==> src/sc_pkg.sv <==
// Package for the sound serial controller: register map, fields, types.
// Assumes a 32-bit classic Wishbone register bus and one system clock.
package sc_pkg;
	// ==========================================================
	// Register byte offsets
	localparam logic [7:0] OFS_CTRL = 8'h00;
	localparam logic [7:0] OFS_MODE = 8'h04;
	localparam logic [7:0] OFS_STAT = 8'h08;
	localparam logic [7:0] OFS_SCLR = 8'h0c;
	localparam logic [7:0] OFS_SSET = 8'h10;
	localparam logic [7:0] OFS_IEN = 8'h14;
	localparam logic [7:0] OFS_IDIS = 8'h18;
	localparam logic [7:0] OFS_IMSK = 8'h1c;
	localparam logic [7:0] OFS_RHR = 8'h20;
	localparam logic [7:0] OFS_THR = 8'h24;
	localparam logic [7:0] OFS_VER = 8'h28;
	localparam logic [7:0] OFS_PAR = 8'h2c;
	// ==========================================================
	// Command bit positions
	localparam int CMD_RX_ENABLE_CMD = 0;
	localparam int CMD_RX_DISABLE_CMD = 1;
	localparam int CMD_CLKGEN_ENABLE_CMD = 2;
	localparam int CMD_CLKGEN_DISABLE_CMD = 3;
	localparam int CMD_TX_ENABLE_CMD = 4;
	localparam int CMD_TX_DISABLE_CMD = 5;
	localparam int CMD_SOFT_RESET_CMD = 7;
	// ==========================================================
	// Status bit positions and masks
	localparam int ST_RX_OVERRUN_FLAG = 2;
	localparam int ST_TX_UNDERRUN_FLAG = 6;
	localparam int ST_ORCH = 8;
	localparam int ST_URCH = 20;
	localparam logic [31:0] MODE_WMASK = 32'hff00_771d;
	localparam logic [31:0] IMSK_MASK = 32'h0000_0066;
	localparam logic [31:0] CMD_MASK = 32'h0000_00bf;
	// Identity words, values arbitrary
	localparam logic [31:0] VERSION_DEF = 32'h0000_0101;
	localparam logic [31:0] PARAM_DEF = 32'h0000_0001;
	// Generic clock tick divider default
	localparam int GCLK_DIV_DEF = 4;
	// ==========================================================
	// Types
	typedef enum logic [2:0] {
		WL_32, WL_24, WL_20, WL_18, WL_16, WL_16P, WL_8, WL_8P
	} sc_wlen_t;
	typedef struct packed {
		logic slot24;
		logic mck_mode;
		logic [5:0] ratio;
		logic [7:0] rsv_a;
		logic rsv_b;
		logic repeat_ur;
		logic tx_dma;
		logic tx_mono;
		logic rsv_c;
		logic loop;
		logic rx_dma;
		logic rx_mono;
		logic [2:0] rsv_d;
		sc_wlen_t wlen;
		logic rsv_e;
		logic master;
	} sc_mode_t;
	typedef struct packed {
		logic cyc;
		logic stb;
		logic we;
		logic [7:0] adr;
		logic [3:0] sel;
		logic [31:0] dat;
	} sc_wb_req_t;
	typedef struct packed {
		logic [7:0] div;
		logic [9:0] acc;
		logic bclk;
		logic ws;
		logic [5:0] bitcnt;
		logic mck;
	} sc_clk_t;
	typedef struct packed {
		sc_mode_t mode;
		logic [31:0] irq_mask;
		logic [31:0] transmit_holding;
		logic [31:0] receive_holding;
		logic [1:0][31:0] prev;
		logic [31:0] pk_hi;
		logic [31:0] rx_lo;
		logic [31:0] tx_sh;
		logic [31:0] rx_sh;
		logic [5:0] rx_cnt;
		logic tx_ur;
		logic rx_or;
		logic [1:0] ur_ch;
		logic [1:0] or_ch;
		logic tx_req;
		logic rx_req;
		logic clk_on;
		logic tx_on;
		logic rx_on;
		logic thr_full;
		logic rx_rdy;
		logic rx_ch;
		logic rx_have;
		logic ws_seen;
		logic bclk_in;
		logic sdo;
	} sc_core_t;
endpackage

==> src/sc_ctrl.sv <==
// Sound serial controller: Wishbone registers, clock generation, serial
// engine. Assumes serial pins synchronous to i_mclk, pad logic outside.
// Function
// RULE1: Soft reset clears all registers, reads zero
// RULE2: Zero command bits do nothing
// RULE3: Transmit enable unless disable; flag when started
// RULE4: Transmit disable; flag clears when really stopped
// RULE5: Clock enable unless disable; disable stops clocks
// RULE6: Receive enable unless disable; disable stops receiver
// RULE7: Software configures mode only while stopped
// RULE8: Slot width bit picks 32 or 24
// RULE9: Bit clock direct or divided from master clock
// RULE10: Software avoids master clock equal bit clock
// RULE11: Master clock is 16*(ratio+1) sample rate
// RULE12: Underrun sends zero or previous sample
// RULE13: Transmit DMA shared or per channel
// RULE14: Receive DMA shared or per channel
// RULE15: Mono copies left sample onto right
// RULE16: Loop-back routes data out into in
// RULE17: Word length field encodes eight lengths
// RULE18: Packed stereo halves: left low, right high
// RULE19: Slave takes bit clock and select inputs
// RULE20: Master drives bit clock, select, master clock
// RULE21: Version and parameter fixed read-only words
// RULE22: Receive ready set on word, cleared on read
// RULE23: Transmit ready while holding empty, cleared on write
// RULE24: Clear and set registers drive error flags
// RULE25: Channel bit i marks error channel i
// RULE26: Status bits at fixed positions
// RULE27: Interrupt while enabled status bit set
//
// The Wishbone interface to the registers is this design's own decision.
`timescale 1ns/100ps
module sc_ctrl import sc_pkg::*; #(
	parameter int GCLK_DIV = GCLK_DIV_DEF,
	parameter logic [31:0] VERSION = VERSION_DEF,
	parameter logic [31:0] PARAMS = PARAM_DEF
) (
	input wire logic i_mclk,
	input wire logic i_rst_b,
	input wire sc_wb_req_t i_wb,
	output logic [31:0] o_wb_dat,
	output logic o_wb_ack,
	input wire logic i_bclk,
	output logic o_bclk,
	output logic o_bclk_oe,
	input wire logic i_ws,
	output logic o_ws,
	output logic o_ws_oe,
	output logic o_mck,
	output logic o_mck_oe,
	input wire logic i_sdi,
	output logic o_sdo,
	output logic [1:0] o_tx_dma_req,
	output logic [1:0] o_rx_dma_req,
	output logic o_irq
);
	// ==========================================================
	// Declarations
	sc_clk_t c_q, c_d;
	sc_core_t k_q, k_d;
	logic ack_q, ack_d;
	logic [31:0] rdat_q, rdat_d, rmux, wdat, stat_w, lowm, smp, hi, rxw;
	logic [9:0] transmit_holding, acc_n;
	logic [5:0] wlen, slot;
	logic req, wr, rd, srst, gtick, run_m, m_tog, pk, need, ch, pc;
	logic wr_ctrl, wr_mode, wr_sclr, wr_sset, wr_ien, wr_idis, wr_thr;
	logic rd_rhr, b_rise, b_fall, ws_line, slot_start, frame_start;
	logic sdi_line, tx_rdy, rx_commit;

	generate
		if (GCLK_DIV < 2 || GCLK_DIV > 256) begin : g_chk
			$error("GCLK_DIV must be 2 to 256");
		end
	endgenerate

	// ==========================================================
	// Bus decode
	assign req = i_wb.cyc & i_wb.stb;
	assign wr = req & i_wb.we & ack_q;
	assign rd = req & ~i_wb.we & ack_q;
	assign wdat = i_wb.dat & {{8{i_wb.sel[3]}}, {8{i_wb.sel[2]}},
		{8{i_wb.sel[1]}}, {8{i_wb.sel[0]}}};
	assign wr_ctrl = wr && i_wb.adr[7:2] == OFS_CTRL[7:2];
	assign wr_mode = wr && i_wb.adr[7:2] == OFS_MODE[7:2];
	assign wr_sclr = wr && i_wb.adr[7:2] == OFS_SCLR[7:2];
	assign wr_sset = wr && i_wb.adr[7:2] == OFS_SSET[7:2];
	assign wr_ien = wr && i_wb.adr[7:2] == OFS_IEN[7:2];
	assign wr_idis = wr && i_wb.adr[7:2] == OFS_IDIS[7:2];
	assign wr_thr = wr && i_wb.adr[7:2] == OFS_THR[7:2];
	assign rd_rhr = rd && i_wb.adr[7:2] == OFS_RHR[7:2];
	assign srst = wr_ctrl & wdat[CMD_SOFT_RESET_CMD]; // [RULE1]

	// Status word layout
	assign tx_rdy = k_q.tx_on & ~k_q.thr_full; // [RULE23]
	assign stat_w = {10'h000, k_q.ur_ch, 10'h000, k_q.or_ch, 1'b0,
		k_q.tx_ur, tx_rdy, k_q.tx_on, 1'b0, k_q.rx_or, k_q.rx_rdy,
		k_q.rx_on}; // [RULE26]

	// Read multiplexer, write-only and unmapped read zero
	always_comb begin : read_mux
		unique case (i_wb.adr[7:2])
			OFS_MODE[7:2]: rmux = k_q.mode;
			OFS_STAT[7:2]: rmux = stat_w;
			OFS_IMSK[7:2]: rmux = k_q.irq_mask;
			OFS_RHR[7:2]: rmux = k_q.receive_holding;
			OFS_VER[7:2]: rmux = VERSION; // [RULE21]
			OFS_PAR[7:2]: rmux = PARAMS; // [RULE21]
			default: rmux = 32'h0000_0000; // [RULE1]
		endcase
	end

	// Bus answer one cycle after the request
	always_comb begin : bus_next
		ack_d = req & ~ack_q;
		rdat_d = (ack_d & ~i_wb.we) ? rmux : 32'h0000_0000;
	end

	always_ff @(posedge i_mclk or negedge i_rst_b) begin : bus_reg
		if (!i_rst_b) begin
			ack_q <= 1'b0;
			rdat_q <= 32'h0000_0000;
		end else begin
			ack_q <= ack_d;
			rdat_q <= rdat_d;
		end
	end

	// ==========================================================
	// Word and slot length decode
	always_comb begin : len_dec
		unique case (k_q.mode.wlen) // [RULE17]
			WL_32: begin wlen = 6'd32; slot = 6'd32; end
			WL_24: begin wlen = 6'd24; slot = 6'd32; end
			WL_20: begin wlen = 6'd20; slot = 6'd32; end
			WL_18: begin wlen = 6'd18; slot = 6'd32; end
			WL_16, WL_16P: begin wlen = 6'd16; slot = 6'd16; end
			WL_8, WL_8P: begin wlen = 6'd8; slot = 6'd8; end
		endcase
		if (k_q.mode.slot24 && (k_q.mode.wlen == WL_24 ||
			k_q.mode.wlen == WL_20 || k_q.mode.wlen == WL_18)) begin
			slot = 6'd24; // [RULE8]
		end
	end
	assign pk = k_q.mode.wlen == WL_16P || k_q.mode.wlen == WL_8P;
	assign lowm = 32'hffff_ffff >> (6'd32 - wlen);

	// ==========================================================
	// Clock generation, master mode
	assign gtick = c_q.div == 8'(GCLK_DIV - 1);
	assign run_m = k_q.mode.master & k_q.clk_on; // [RULE5]
	assign transmit_holding = {7'(k_q.mode.ratio) + 7'h01, 3'h0}; // [RULE11]
	assign acc_n = c_q.acc + {4'h0, slot};

	always_comb begin : clk_next
		c_d = c_q;
		m_tog = 1'b0;
		c_d.div = gtick ? 8'h00 : c_q.div + 8'h01;
		if (run_m && gtick) begin
			c_d.mck = k_q.mode.mck_mode ? ~c_q.mck : 1'b0; // [RULE20]
			if (!k_q.mode.mck_mode) begin
				m_tog = 1'b1; // [RULE9]
			end else if (acc_n >= transmit_holding) begin
				m_tog = 1'b1; // [RULE9] [RULE11]
				c_d.acc = acc_n - transmit_holding;
			end else begin
				c_d.acc = acc_n;
			end
		end
		if (m_tog) begin
			c_d.bclk = ~c_q.bclk;
			if (c_q.bclk) begin
				if (c_q.bitcnt == slot - 6'd1) begin
					c_d.bitcnt = 6'd0;
					c_d.ws = ~c_q.ws;
				end else begin
					c_d.bitcnt = c_q.bitcnt + 6'd1;
				end
			end
		end
		if (!run_m || srst || (wr_ctrl && wdat[CMD_CLKGEN_DISABLE_CMD])) begin // [RULE5]
			c_d.acc = 10'h000;
			c_d.bclk = 1'b0;
			c_d.ws = 1'b0;
			c_d.bitcnt = 6'd0;
			c_d.mck = 1'b0;
		end
	end

	always_ff @(posedge i_mclk or negedge i_rst_b) begin : clk_reg
		if (!i_rst_b) begin
			c_q <= '0;
		end else begin
			c_q <= c_d;
		end
	end

	// ==========================================================
	// Serial events from either clock source
	assign b_rise = k_q.mode.master ? (m_tog & ~c_q.bclk) :
		(i_bclk & ~k_q.bclk_in); // [RULE19]
	assign b_fall = k_q.mode.master ? (m_tog & c_q.bclk) :
		(~i_bclk & k_q.bclk_in); // [RULE19]
	assign ws_line = k_q.mode.master ? c_q.ws : i_ws; // [RULE19]
	assign slot_start = b_fall & (ws_line != k_q.ws_seen);
	assign frame_start = slot_start & ~ws_line;
	assign ch = ws_line;
	assign pc = k_q.ws_seen;
	assign sdi_line = k_q.mode.loop ? k_q.sdo : i_sdi; // [RULE16]
	assign need = (pk | k_q.mode.tx_mono) ? ~ch : 1'b1;

	// Core registers and serial engine
	always_comb begin : core_next
		k_d = k_q;
		smp = 32'h0000_0000;
		hi = 32'h0000_0000;
		rxw = 32'h0000_0000;
		rx_commit = 1'b0;
		k_d.bclk_in = i_bclk;
		if (b_fall) begin
			k_d.ws_seen = ws_line;
		end
		// Commands, a zero bit leaves state alone
		if (wr_ctrl) begin
			if (wdat[CMD_TX_ENABLE_CMD] && !wdat[CMD_TX_DISABLE_CMD]) k_d.tx_req = 1'b1; // [RULE3]
			if (wdat[CMD_TX_DISABLE_CMD]) k_d.tx_req = 1'b0; // [RULE4] [RULE2]
			if (wdat[CMD_RX_ENABLE_CMD] && !wdat[CMD_RX_DISABLE_CMD]) k_d.rx_req = 1'b1; // [RULE6]
			if (wdat[CMD_RX_DISABLE_CMD]) k_d.rx_req = 1'b0; // [RULE6] [RULE2]
			if (wdat[CMD_CLKGEN_ENABLE_CMD] && !wdat[CMD_CLKGEN_DISABLE_CMD]) k_d.clk_on = 1'b1; // [RULE5]
			if (wdat[CMD_CLKGEN_DISABLE_CMD]) k_d.clk_on = 1'b0; // [RULE5]
		end
		if (wr_mode) begin
			k_d.mode = sc_mode_t'((k_q.mode & ~(MODE_WMASK &
				{{8{i_wb.sel[3]}}, {8{i_wb.sel[2]}}, {8{i_wb.sel[1]}},
				{8{i_wb.sel[0]}}})) | (wdat & MODE_WMASK));
		end
		if (wr_ien) k_d.irq_mask = k_q.irq_mask | (wdat & IMSK_MASK);
		if (wr_idis) k_d.irq_mask = k_d.irq_mask & ~wdat;
		// Software clear, then set, then hardware events
		if (wr_sclr) begin
			if (wdat[ST_TX_UNDERRUN_FLAG]) begin
				k_d.tx_ur = 1'b0; // [RULE24]
				k_d.ur_ch = 2'b00;
			end
			if (wdat[ST_RX_OVERRUN_FLAG]) begin
				k_d.rx_or = 1'b0; // [RULE24]
				k_d.or_ch = 2'b00;
			end
			k_d.ur_ch = k_d.ur_ch & ~wdat[ST_URCH+:2];
			k_d.or_ch = k_d.or_ch & ~wdat[ST_ORCH+:2];
		end
		if (wr_sset) begin
			k_d.tx_ur = k_d.tx_ur | wdat[ST_TX_UNDERRUN_FLAG]; // [RULE24]
			k_d.rx_or = k_d.rx_or | wdat[ST_RX_OVERRUN_FLAG];
			k_d.ur_ch = k_d.ur_ch | wdat[ST_URCH+:2];
			k_d.or_ch = k_d.or_ch | wdat[ST_ORCH+:2];
		end
		if (rd_rhr) k_d.rx_rdy = 1'b0; // [RULE22]
		// Slot boundary: start or stop only at frame start
		if (slot_start) begin
			k_d.tx_on = frame_start ? k_q.tx_req : k_q.tx_on; // [RULE3] [RULE4]
			k_d.rx_on = frame_start ? k_q.rx_req : k_q.rx_on; // [RULE6]
			if (k_d.tx_on) begin
				if (!need) begin
					smp = pk ? k_q.pk_hi : k_q.prev[0]; // [RULE15] [RULE18]
				end else if (k_q.thr_full) begin
					smp = k_q.transmit_holding & lowm; // [RULE18]
					hi = (k_q.transmit_holding >> wlen) & lowm;
					k_d.thr_full = 1'b0;
				end else begin
					smp = k_q.mode.repeat_ur ? k_q.prev[ch] : 32'h0; // [RULE12]
					hi = k_q.mode.repeat_ur ? k_q.prev[1] : 32'h0;
					k_d.tx_ur = 1'b1;
					k_d.ur_ch[ch] = 1'b1; // [RULE25]
				end
				if (need) k_d.pk_hi = hi;
				k_d.prev[ch] = smp;
			end
			k_d.tx_sh = smp << (6'd32 - wlen);
			k_d.sdo = k_d.tx_sh[31];
			// Deliver the finished slot of the previous channel
			if (k_q.rx_on && k_q.rx_have) begin
				rxw = (pc && k_q.mode.rx_mono) ? k_q.rx_lo : k_q.rx_sh; // [RULE15]
				if (!pc) k_d.rx_lo = k_q.rx_sh;
				if (pk) rxw = (rxw << wlen) | k_q.rx_lo; // [RULE18]
				if (!pk || pc) begin
					rx_commit = 1'b1;
					if (k_d.rx_rdy) begin
						k_d.rx_or = 1'b1;
						k_d.or_ch[pc] = 1'b1; // [RULE25]
					end
					k_d.receive_holding = rxw;
					k_d.rx_rdy = 1'b1; // [RULE22]
					k_d.rx_ch = pc;
				end
			end
			k_d.rx_have = k_d.rx_on;
			k_d.rx_cnt = 6'd0;
			k_d.rx_sh = 32'h0000_0000;
		end else if (b_fall && k_q.tx_on) begin
			k_d.tx_sh = {k_q.tx_sh[30:0], 1'b0};
			k_d.sdo = k_q.tx_sh[30];
		end
		// Extra bits beyond the word length are dropped
		if (b_rise && k_q.rx_on && k_q.rx_cnt < wlen && !slot_start) begin
			k_d.rx_sh = {k_q.rx_sh[30:0], sdi_line};
			k_d.rx_cnt = k_q.rx_cnt + 6'd1;
		end
		// New holding data wins over the slot that drained it
		if (wr_thr) begin
			k_d.transmit_holding = i_wb.dat;
			k_d.thr_full = 1'b1; // [RULE23]
		end
		if (srst) k_d = '0; // [RULE1]
	end

	always_ff @(posedge i_mclk or negedge i_rst_b) begin : core_reg
		if (!i_rst_b) begin
			k_q <= '0;
		end else begin
			k_q <= k_d;
		end
	end

	// ==========================================================
	// Outputs
	assign o_wb_ack = ack_q;
	assign o_wb_dat = rdat_q;
	assign o_bclk = c_q.bclk;
	assign o_bclk_oe = k_q.mode.master; // [RULE19] [RULE20]
	assign o_ws = c_q.ws;
	assign o_ws_oe = k_q.mode.master; // [RULE20]
	assign o_mck = c_q.mck;
	assign o_mck_oe = k_q.mode.master & k_q.mode.mck_mode; // [RULE20]
	assign o_sdo = k_q.sdo;
	assign o_tx_dma_req = k_q.mode.tx_dma ?
		({k_q.ws_seen, ~k_q.ws_seen} ^ 2'b11) & {2{tx_rdy}} :
		{1'b0, tx_rdy}; // [RULE13]
	assign o_rx_dma_req = k_q.mode.rx_dma ?
		{k_q.rx_ch, ~k_q.rx_ch} & {2{k_q.rx_rdy}} :
		{1'b0, k_q.rx_rdy}; // [RULE14]
	assign o_irq = |(stat_w & k_q.irq_mask); // [RULE27]
endmodule // sc_ctrl

==> config.mk <==
export PLATFORM = sky130hd
export DESIGN_NAME = sc_ctrl
export DESIGN_NICKNAME = d
export VERILOG_FILES = /design/src/sc_pkg.sv /design/src/sc_ctrl.sv
export SDC_FILE = /design/constraint.sdc
export NUM_CORES = 1
export LEC_CHECK = 0
export BUFFER_PORTS_ARGS = -buffer_cell sky130_fd_sc_hd__buf_2
export CORE_UTILIZATION = 45
export CTS_CLUSTER_DIAMETER = 60
export CTS_CLUSTER_SIZE = 14
export DETAILED_ROUTE_END_ITERATION = 10
export REMOVE_ABC_BUFFERS = 1
export SYNTH_ARGS = -nofsm -noshare
export SYNTH_HDL_FRONTEND = slang
export SYNTH_SLANG_ARGS = --single-unit
==> constraint.sdc <==
create_clock -name i_mclk -period 5.92 [get_ports i_mclk]
set_clock_uncertainty 0.2 [all_clocks]
set_input_delay 0.592 -clock i_mclk [delete_from_list [all_inputs] [get_ports i_mclk]]
set_output_delay 0.592 -clock i_mclk [all_outputs]
set_load 0.01 [all_outputs]
Word-level counts from Yosys, hierarchy flattened:

Memory sizes are Yosys's and may differ from the RTL's.
Index checks and enable logic that the tools add are counted.

* add/subtract/negate cells: 8
* order comparisons: 6
* equal/unequal tests: 20
* shift operators: 4
* mux-type cells: 100
* bitwise gates (word level): 53
* reductions and logical operators: 69

Operator list (count)
* $mux 32: 27
* $mux 344: 1
* $pmux 32 s6: 1
* $and 32x32->32: 5
* $mux 160: 1
* $mux 96: 1
* $bwmux 64: 1
* $not 32->32: 2
* $or 32x32->32: 2
* $shl 32x6->32: 2
* $mux 44: 1
* $mux 38: 1
* $mux 1: 36
* $and 22x32->32: 1
* $demux 32 s1: 1
* $or 32x7->32: 1
* $reduce_or 32->1: 1
* $shr 32x6->32: 1
* $shr 32x6->32 const A: 1
* $mux 10: 3
* $mux 6: 5
* $mux 2: 14
* $reduce_bool 2->1: 14
* $eq 6x3->1 const B: 4
* other kinds (39): 133

* bits in registers: 403
* memory bits (read-only): 64
* input bits: 52
* word-level logic and storage cells: 311
* memories: 1

Memories
* (name not given): words 8, bits a word 8, rd ports 1, clocked after Yosys merged registers in 0, wr ports 0, line sc_ctrl.sv:132 `unique case (k_q.mode.wlen)`

Longest topological paths before layout:

Gate-level depths: netlist (run 1).

* depth after elaboration: 22
* mapped depth: 22
* depth with buffers taken out: 17

Worst setup path after synthesis (run 1):

No wires, ideal clock.

* path type: register to register
* start point: register k_q[316] (netlist name)
* end point: register k_q[29] (netlist name)
* arrival time: 4449 ps
* required time: 5588 ps
* slack: 1139 ps
* stages on the path, launching flop included: 22
* period minus slack after synthesis: 4781 ps
* cells stage by stage: dfrtp_1 buf_4 buf_2 buf_1 clkbuf_1 clkbuf_1 a21oi_1 ha_1 a21o_1 a21oi_1 nor2_1 xor2_1 ha_1 nand2_1 o211a_1 a21boi_2 o32ai_1 nand3_1 buf_2 buf_2 mux2i_1 nor2_1

* word-level cells in the longest chain between the ends: 17
* elaborated cells between the ends (all ways): 26

RTL lines
* from (decl): line sc_ctrl.sv:61 `sc_core_t k_q, k_d;`
* from (signal assigned): line sc_ctrl.sv:321 `k_q <= k_d;`
* branches (longest 17 deep; another with $add 10x6->10)

Several ways; the timed one is not identified.
A chain may end at the register's enable or synchronous reset.

Worst setup path in the final report (run 1):

* start point: register k_q[315] (netlist name)
* end point: register k_q[127] (netlist name)

* word-level cells in the longest chain between the ends: 17
* elaborated cells between the ends (all ways): 36

RTL lines
* branches (longest 17 deep; another with $add 10x6->10)

Several ways; the timed one is not identified. The select of a mux whose other input is x is not followed.

==> summary.txt, run 1 <==
Run status
  • Outcome: finished, final reports clean

Setup path
  • Worst Setup Path Type: reg -> reg
  • Worst Path Required: around 6000 ps
  • Reg2reg setup slack: about 420 ps
  • Critical Path End Type: flip-flop
  • Max stage delay cell, worst path: a31oi_4
  • CP Max Fanout: 29
  • WP data arrival: 5740 ps
  • Worst R2R End: k_q[127]
  • Worst path max stage delay: ~830 ps
  • R2R depth: 18
  • Startpoint Class: flip-flop
  • R2R Path Start: k_q[315]
  • CP Cell Sequence: or2_2, a21oi_1, nor2_1, ha_1, inv_1, fa_1, nor2b_1, o2111ai_1, xnor2_1, ha_1, a21oi_1, o211a_1, a21boi_2, o211ai_1, buf_4, a31oi_4, buf_4, o21ai_0

GRT
  • Largest net degree at the start of global routing: 131
  • Initial antenna violation count: 0
  • Aggregate global-route resource usage: 0.312
  • First-pass GRT wire length: approximately 110 mm
  • Vias in the first global route: roughly 18000
  • Gr ovfl total: 0

Clock network
  • Clk buf depth: 3
  • Clk_lat worst skew: approximately 570 ps
  • TritonCTS clock tree: built
  • Root Driver: clkbuf_16
  • H-Tree Level Count: 2
  • Num CTS Buffers: 39
  • Clock Sinks: approximately 390
  • Clock slew at reported path FFs: approximately 70 ps
  • Post-CTS sizing: 0

Yosys
  • Yosys cell types: 98
  • Cells after synthesis: between 2000 and 2500
  • Seq cells post-synth: around 390
  • Mapped cell area: about 0.021 mm²
  • Synth async-reset ratio: 1.00
  • YS warnings: 0
  • Post-synth EDFFs: 0
  • Avg Cell Area, Syn: 9.56 µm²
  • Register area share after synthesis: 0.460
  • Top FF cell, synth: dfrtp_1

Detailed routing
  • Vias per inst: 6.54
  • Final wirelength: 73.6 mm
  • Final ANT Viol Nets: 0
  • DR WL/cell: 25.9 µm
  • DR DRC count: 0
  • DRT Pass-1 Iters: 6
  • DR iter-0 viols: roughly 2000
  • Vias: approximately 19000

STA
  • Slew headroom: 0.289
  • RSZ-0062 raised after global routing: false
  • Tcrit/Tclk final: 0.929
  • Fin Setup TNS: 0 ps
  • Setup violators final: 0
  • Endpoints failing hold: 0
  • Hold_ws: roughly 19 ps
  • Slew at the pin closest to its max-slew limit: 1070 ps
  • Peak Freq: between 150 and 200 MHz
  • Crit path time final: between 5000 and 6000 ps
  • Max Slew Vio Count: 0

Floorplan
  • Starting Density: 0.459
  • Die Wd: around 220 µm
  • Die Ht: between 200 and 250 µm
  • Die area: roughly 0.047 mm²
  • Rows: 78
  • Core Region: between 0.04 and 0.05 mm²
  • I/O Pins: between 90 and 100

Cells and area
  • Fin nets: approximately 2300
  • Layout fillers: between 4000 and 5000
  • Layout cell share with drive strength beyond 1: 0.130
  • Antenna cells: 0
  • Area of the multi-input gates: roughly 0.010 mm²
  • Area growth syn-to-layout: 11.4%
  • FF/Latch Area: 0.00964 mm²

Placed design
  • Final GP Congestion: 0.921
  • Hpwl dp: between 50 and 60 mm
  • PortBufs: 94

Power
  • Static Leak: around 0.011 µW
  • Cell Pwr Density: 249 mW/mm²
  • Worst-case vdd ir drop: about 0.23 mV

Worst hold path
  • Hold Crit Start: i_wb[23]
  • Hold depth: 2
  • Min-Delay Endpoint: k_q[303]
  • Hold WC Path Type: in -> reg

Flow run
  • Max Cap Viol: 0
power breakdown:
| group | switching (µW) | internal, µW |
|---|---|---|
| clock network | 1140 | 1600 |
| registers | 45.3 | 2690 |
| logic | 242 | 105 |
kinds of logic (layout without fill, tap and decap cells):
| group | after synthesis | after routing | share of synthesized area |
|---|---|---|---|
| buffers and inverters | 205 | 256 | 0.0441 |
| AO/OA/AOI/OAI | 685 | 685 | 0.236 |
| flip-flops | 385 | 385 | 0.460 |
| XOR/XNOR | 29 | 29 | 0.0125 |
| multiplexers | 156 | 156 | 0.0805 |
| adder cells (fa/ha/maj) | 22 | 22 | 0.0139 |
| AND/OR/NAND/NOR | 709 | 709 | 0.153 |
cells in the mapped netlist, types with 20 or more instances:
cell	n	area share
o21ai_0	107	0.026
and3_1	22	0.0066
clkbuf_1	96	0.017
ha_1	20	0.012
buf_2	46	0.011
a21oi_1	130	0.031
a22oi_1	30	0.011
a222oi_1	24	0.011
nand3_1	101	0.024
nor2_1	254	0.046
o211ai_1	21	0.0075
a31oi_1	31	0.0093
a22o_1	102	0.043
nor3_1	23	0.0055
dfrtp_1	385	0.46
mux2i_1	138	0.066
nand2_1	220	0.039
o2bb2ai_1	25	0.010
a211oi_1	28	0.010
a32oi_1	21	0.0088
inv_1	28	0.0050
o22ai_1	28	0.0084
final cells by class:
type / instances / area share
multi-input combinational: 1601 / 0.447
sequential: 385 / 0.413
clock buffer: 49 / 0.0474
timing repair buffer: 161 / 0.0440
tap: 600 / 0.0322
clock inverter: 16 / 0.0117
inverter: 30 / 0.00482
through the flow:
step                utilization  power (µW)  cell area (µm²)  instances  setup slack [ps]
finish                    0.511        5820            23300       2842               420
global route              0.511        6000            23300       2842              87.7
CTS                       0.511        5850            23300       2842               434
detailed placement        0.480        3130            21900       2775               468
global placement          0.480        3120            21900       2775               590
floorplan                     -        2930            20100       2016              -986
what timing repair did:
| item | in CTS | in global routing |
|---|---|---|
| hold buffers | 2 | 0 |
| endpoints found under the hold margin | 109 | 0 |
| setup buffers | 0 | 0 |
layer usage:
metal / wire length [µm] / global-route usage / share of wire
met1: 31000 / 0.431 / 0.42
met2: 33600 / 0.480 / 0.46
met3: 5670 / 0.0449 / 0.077
met4: 3340 / 0.148 / 0.045
met5: 0 / 0 / 0
sequential cells by signal (all words and copies together) (netlist names):
register / cells
k_q: 325
o_wb_dat: 32
c_q: 21
o_bclk: 1
o_bclk_oe: 1
o_mck: 1
o_sdo: 1
o_wb_ack: 1
o_ws: 1
pc: 1
worst max-delay path: cells and delay by family (launching register included):
| kind | cells | cell delay (ps) |
|---|---|---|
| and+or+nand+nor | 3 | 600 |
| xor gates and xnor gates | 1 | 200 |
| buffers and inverters | 3 | 630 |
| AOI/OAI and AO/OA | 8 | 2530 |
| DFF | 1 | 420 |
| adders and majority gates | 3 | 770 |
placed cells by master, fill, tap and decap left out, types with 7 or more instances in the layout:
cell and instances:
dfrtp_1 382, nor2_1 251, nand2_1 220, mux2i_1 138
a21oi_1 129, o21ai_0 106, a22o_1 102, nand3_1 100
buf_2 93, buf_4 62, clkbuf_16 41, a31oi_1 31
a22oi_1 30, inv_1 28, a211oi_1 28, o22ai_1 28
o2bb2ai_1 25, a222oi_1 24, and3_1 22, o211ai_1 21
a32oi_1 21, nor3_1 20, ha_1 20, xnor2_1 17
o21a_1 17, and2_1 16, a21o_1 14, nor2b_1 11
xor2_1 11, nand4_1 11, o2111ai_1 9, a311oi_1 9
a221oi_1 9, o221ai_1 9, or3_1 8, a21boi_0 7
o21ai_1 7, mux4_2 7, mux2_2 7
worst max-delay path by stage:
stage          startpoint       end  slack (ps)  cells past startpoint
3_3_place_gp     k_q[315]  k_q[120]         590                     18
5_1_grt          k_q[315]  k_q[124]          90                     18
6_report         k_q[315]  k_q[127]         420                     18
4_1_cts          k_q[315]  k_q[124]         430                     18
3_5_place_dp     k_q[315]  k_q[124]         470                     18
2_1_floorplan    k_q[315]   k_q[23]        -990                     12
Note: power is estimated with default switching activity, not from simulation.
==> run 2, diff against run 1 <==
--- a/config.mk
+++ b/config.mk
@@ -10,6 +10,7 @@
 export CTS_CLUSTER_DIAMETER = 60
 export CTS_CLUSTER_SIZE = 14
 export DETAILED_ROUTE_END_ITERATION = 10
+export RECOVER_POWER = 25
 export REMOVE_ABC_BUFFERS = 1
 export SYNTH_ARGS = -nofsm -noshare
 export SYNTH_HDL_FRONTEND = slang
==> summary.txt, run 2 (synthesis gave the netlist of run 1 again) <==
Worst hold path
  • Min-Delay Endpoint: k_q[297] (was k_q[303])
  • Hold WC Path Type: in -> reg (unchanged)
  • Hold Crit Start: i_wb[17] (was i_wb[23])
  • Hold depth: 2 (unchanged)

STA
  • Tcrit/Tclk final: 0.929 (about the same)
  • Setup violators final: 0 (unchanged)
  • Hold_ws: 23.5 ps (was 19.2 ps)
  • Fin Setup TNS: 0 ps (unchanged)
  • Slew at the pin closest to its max-slew limit: 2950 ps (was 1070 ps)
  • Endpoints failing hold: 0 (unchanged)
  • Max Slew Vio Count: 181 (was 0)
  • RSZ-0062 raised after global routing: false (unchanged)
  • Crit path time final: 5500 ps (about the same)
  • Peak Freq: 182 MHz (about the same)
  • Slew headroom: -0.966 (was 0.289)

Placed design
  • PortBufs: 94 (unchanged)
  • Number of placed instances, taps included: 2775 (unchanged)
  • Final GP Congestion: 0.921 (unchanged)
  • Hpwl dp: 50.1 mm (unchanged)
  • Placed instance area: 0.0219 mm² (unchanged)

GRT
  • Initial antenna violation count: 0 (unchanged)
  • Vias in the first global route: 17953 (unchanged)
  • First-pass GRT wire length: 112 mm (unchanged)
  • Gr ovfl total: 0 (unchanged)
  • Aggregate global-route resource usage: 0.312 (unchanged)
  • Largest net degree at the start of global routing: 131 (unchanged)

Setup path
  • Worst path max stage delay: 840 ps (was 830 ps)
  • Worst Setup Path Type: reg -> reg (unchanged)
  • Reg2reg setup slack: 420 ps (about the same)
  • Worst Path Required: 6160 ps (about the same)
  • Worst R2R End: k_q[127] (unchanged)
  • R2R Path Start: k_q[315] (unchanged)
  • CP Cell Sequence: or2_2, a21oi_1, nor2_1, ha_1, inv_1, fa_1, nor2b_1, o2111ai_1, xnor2_1, ha_1, a21oi_1, o211a_1, a21boi_2, o211ai_1, buf_4, a31oi_4, buf_4, o21ai_0 (unchanged)
  • WP data arrival: 5740 ps (about the same)
  • R2R depth: 18 (unchanged)
  • Critical Path End Type: flip-flop (unchanged)
  • Startpoint Class: flip-flop (unchanged)
  • Worst Setup SP: k_q[315] (unchanged)
  • CP Max Fanout: 29 (unchanged)
  • Max stage delay cell, worst path: a31oi_4 (unchanged)

Power
  • Comb pwr share: 0.059 (was 0.060)
  • Clock power share: 0.471 (was 0.470)
  • Switch Pwr: 1420 µW (was 1430 µW)
  • Internal Power: 4390 µW (was 4400 µW)
  • Cell Pwr Density: 250 mW/mm² (was 249 mW/mm²)
  • Sw Share: 0.245 (about the same)
  • Static Leak: 0.0103 µW (was 0.0105 µW)
  • Worst-case vdd ir drop: 0.228 mV (was 0.229 mV)
  • Seq pwr share: 0.470 (about the same)

Clock network
  • Clock Sinks: 385 (unchanged)
  • TritonCTS clock tree: built (unchanged)
  • Clock slew at reported path FFs: 70 ps (about the same)
  • Clk_lat worst skew: 570 ps (about the same)
  • Post-CTS Setup Inserts: 0 (unchanged)
  • Clk buf depth: 3 (unchanged)
  • H-Tree Level Count: 2 (unchanged)
  • Root Driver: clkbuf_16 (unchanged)
  • Num CTS Buffers: 39 (unchanged)

Run status
  • Outcome: finished, violations left (was finished, final reports clean)
  • Failing checks: capacitance limit, slew limit

Detailed routing
  • Final ANT Viol Nets: 0 (unchanged)
  • Final wirelength: 73.5 mm (was 73.6 mm)
  • DR DRC count: 0 (unchanged)
  • Vias per inst: 6.54 (about the same)
  • DR iter-0 viols: 1906 (was 2013)
  • DR WL/cell: 25.9 µm (about the same)
  • DRT Pass-1 Iters: 7 (was 6)
  • Vias: 18597 (was 18581)

Cells and area
  • Non-Filler Instances: 2842 (unchanged)
  • Final Util: 0.509 (was 0.511)
  • Area growth syn-to-layout: 11.1% (was 11.4%)
  • Post-route cell area: 0.0233 mm² (about the same)
  • Max reg flops: 325 (unchanged)
  • Antenna cells: 0 (unchanged)
  • Commonest non-fill, non-tap cell in the layout: dfrtp_1 (unchanged)
  • Layout cell share with drive strength beyond 1: 0.111 (was 0.130)
  • Top reg by flops: k_q (unchanged)
  • Most frequent cells in the layout: dfrtp_1, nor2_1, nand2_1, mux2i_1, a21oi_1 (unchanged)
  • Fin nets: 2292 (unchanged)

Floorplan
  • Die Wd: 218 µm (unchanged)
  • Starting Density: 0.459 (unchanged)
  • I/O Pins: 97 (unchanged)
  • Rows: 78 (unchanged)
  • Die Ht: 218 µm (unchanged)
  • Die area: 0.0474 mm² (unchanged)
  • Core Region: 0.0457 mm² (unchanged)

Flow run
  • Max Cap Viol: 3 (was 0)
-- run 2: worst max path at each step --
| stage | end | slack [ps] | cells after the start |
|---|---|---|---|
| 2_1_floorplan | k_q[23] | -990 | 12 |
| 3_3_place_gp | k_q[120] | 590 | 18 |
| 3_5_place_dp | k_q[124] | 470 | 18 |
| 4_1_cts | k_q[124] | 430 | 18 |
| 5_1_grt | k_q[124] | 90 | 18 |
| 6_report | k_q[127] | 420 | 18 |
-- run 2: layer usage --
| metal | track usage | vias up | wire [µm] |
|---|---|---|---|
| li1 | - | 8171 | - |
| met1 | 0.431 | 9366 | 31100 |
| met2 | 0.480 | 882 | 33400 |
| met3 | 0.0449 | 178 | 5490 |
| met4 | 0.148 | 0 | 3460 |
| met5 | 0 | - | 0 |
-- run 2: power by group through the flow --
stage / clock, µW / combinational (µW) / sequential, µW
after floorplan: 0 / 162 / 2770
after global placement: 0 / 338 / 2780
after detailed placement: 0 / 344 / 2780
after CTS: 2770 / 346 / 2730
after global routing: 2880 / 378 / 2740
final: 2740 / 345 / 2740
-- run 2: final cells by class --
type / instances / area (µm²)
clock buffer: 49 / 1110
multi-input combinational: 1601 / 10400
clock inverter: 16 / 274
inverter: 30 / 113
sequential: 385 / 9640
fill: 4238 / 22400
tap: 600 / 751
timing repair buffer: 161 / 953
-- run 2: per-stage QoR --
step,total power (µW),worst slack (ps)
global placement,3120,590
floorplan,2930,-986
global route,5990,87.7
finish,5820,420
detailed placement,3130,468
CTS,5850,434
-- run 2: worst max-delay path: cells and delay by family, from the launching register on --
family | cells | cell delay (ps)
AO/OA/AOI/OAI | 8 | 2540
buffers and inverters | 3 | 630
XOR/XNOR | 1 | 200
adder cells (fa/ha/maj) | 3 | 780
AND/OR/NAND/NOR | 3 | 600
flip-flops | 1 | 420
-- run 2: timing repair --
action	CTS	global route
endpoints found under the hold margin	109	0
endpoints found under the setup margin	0	0
hold buffers	2	0
gates resized for setup	0	0
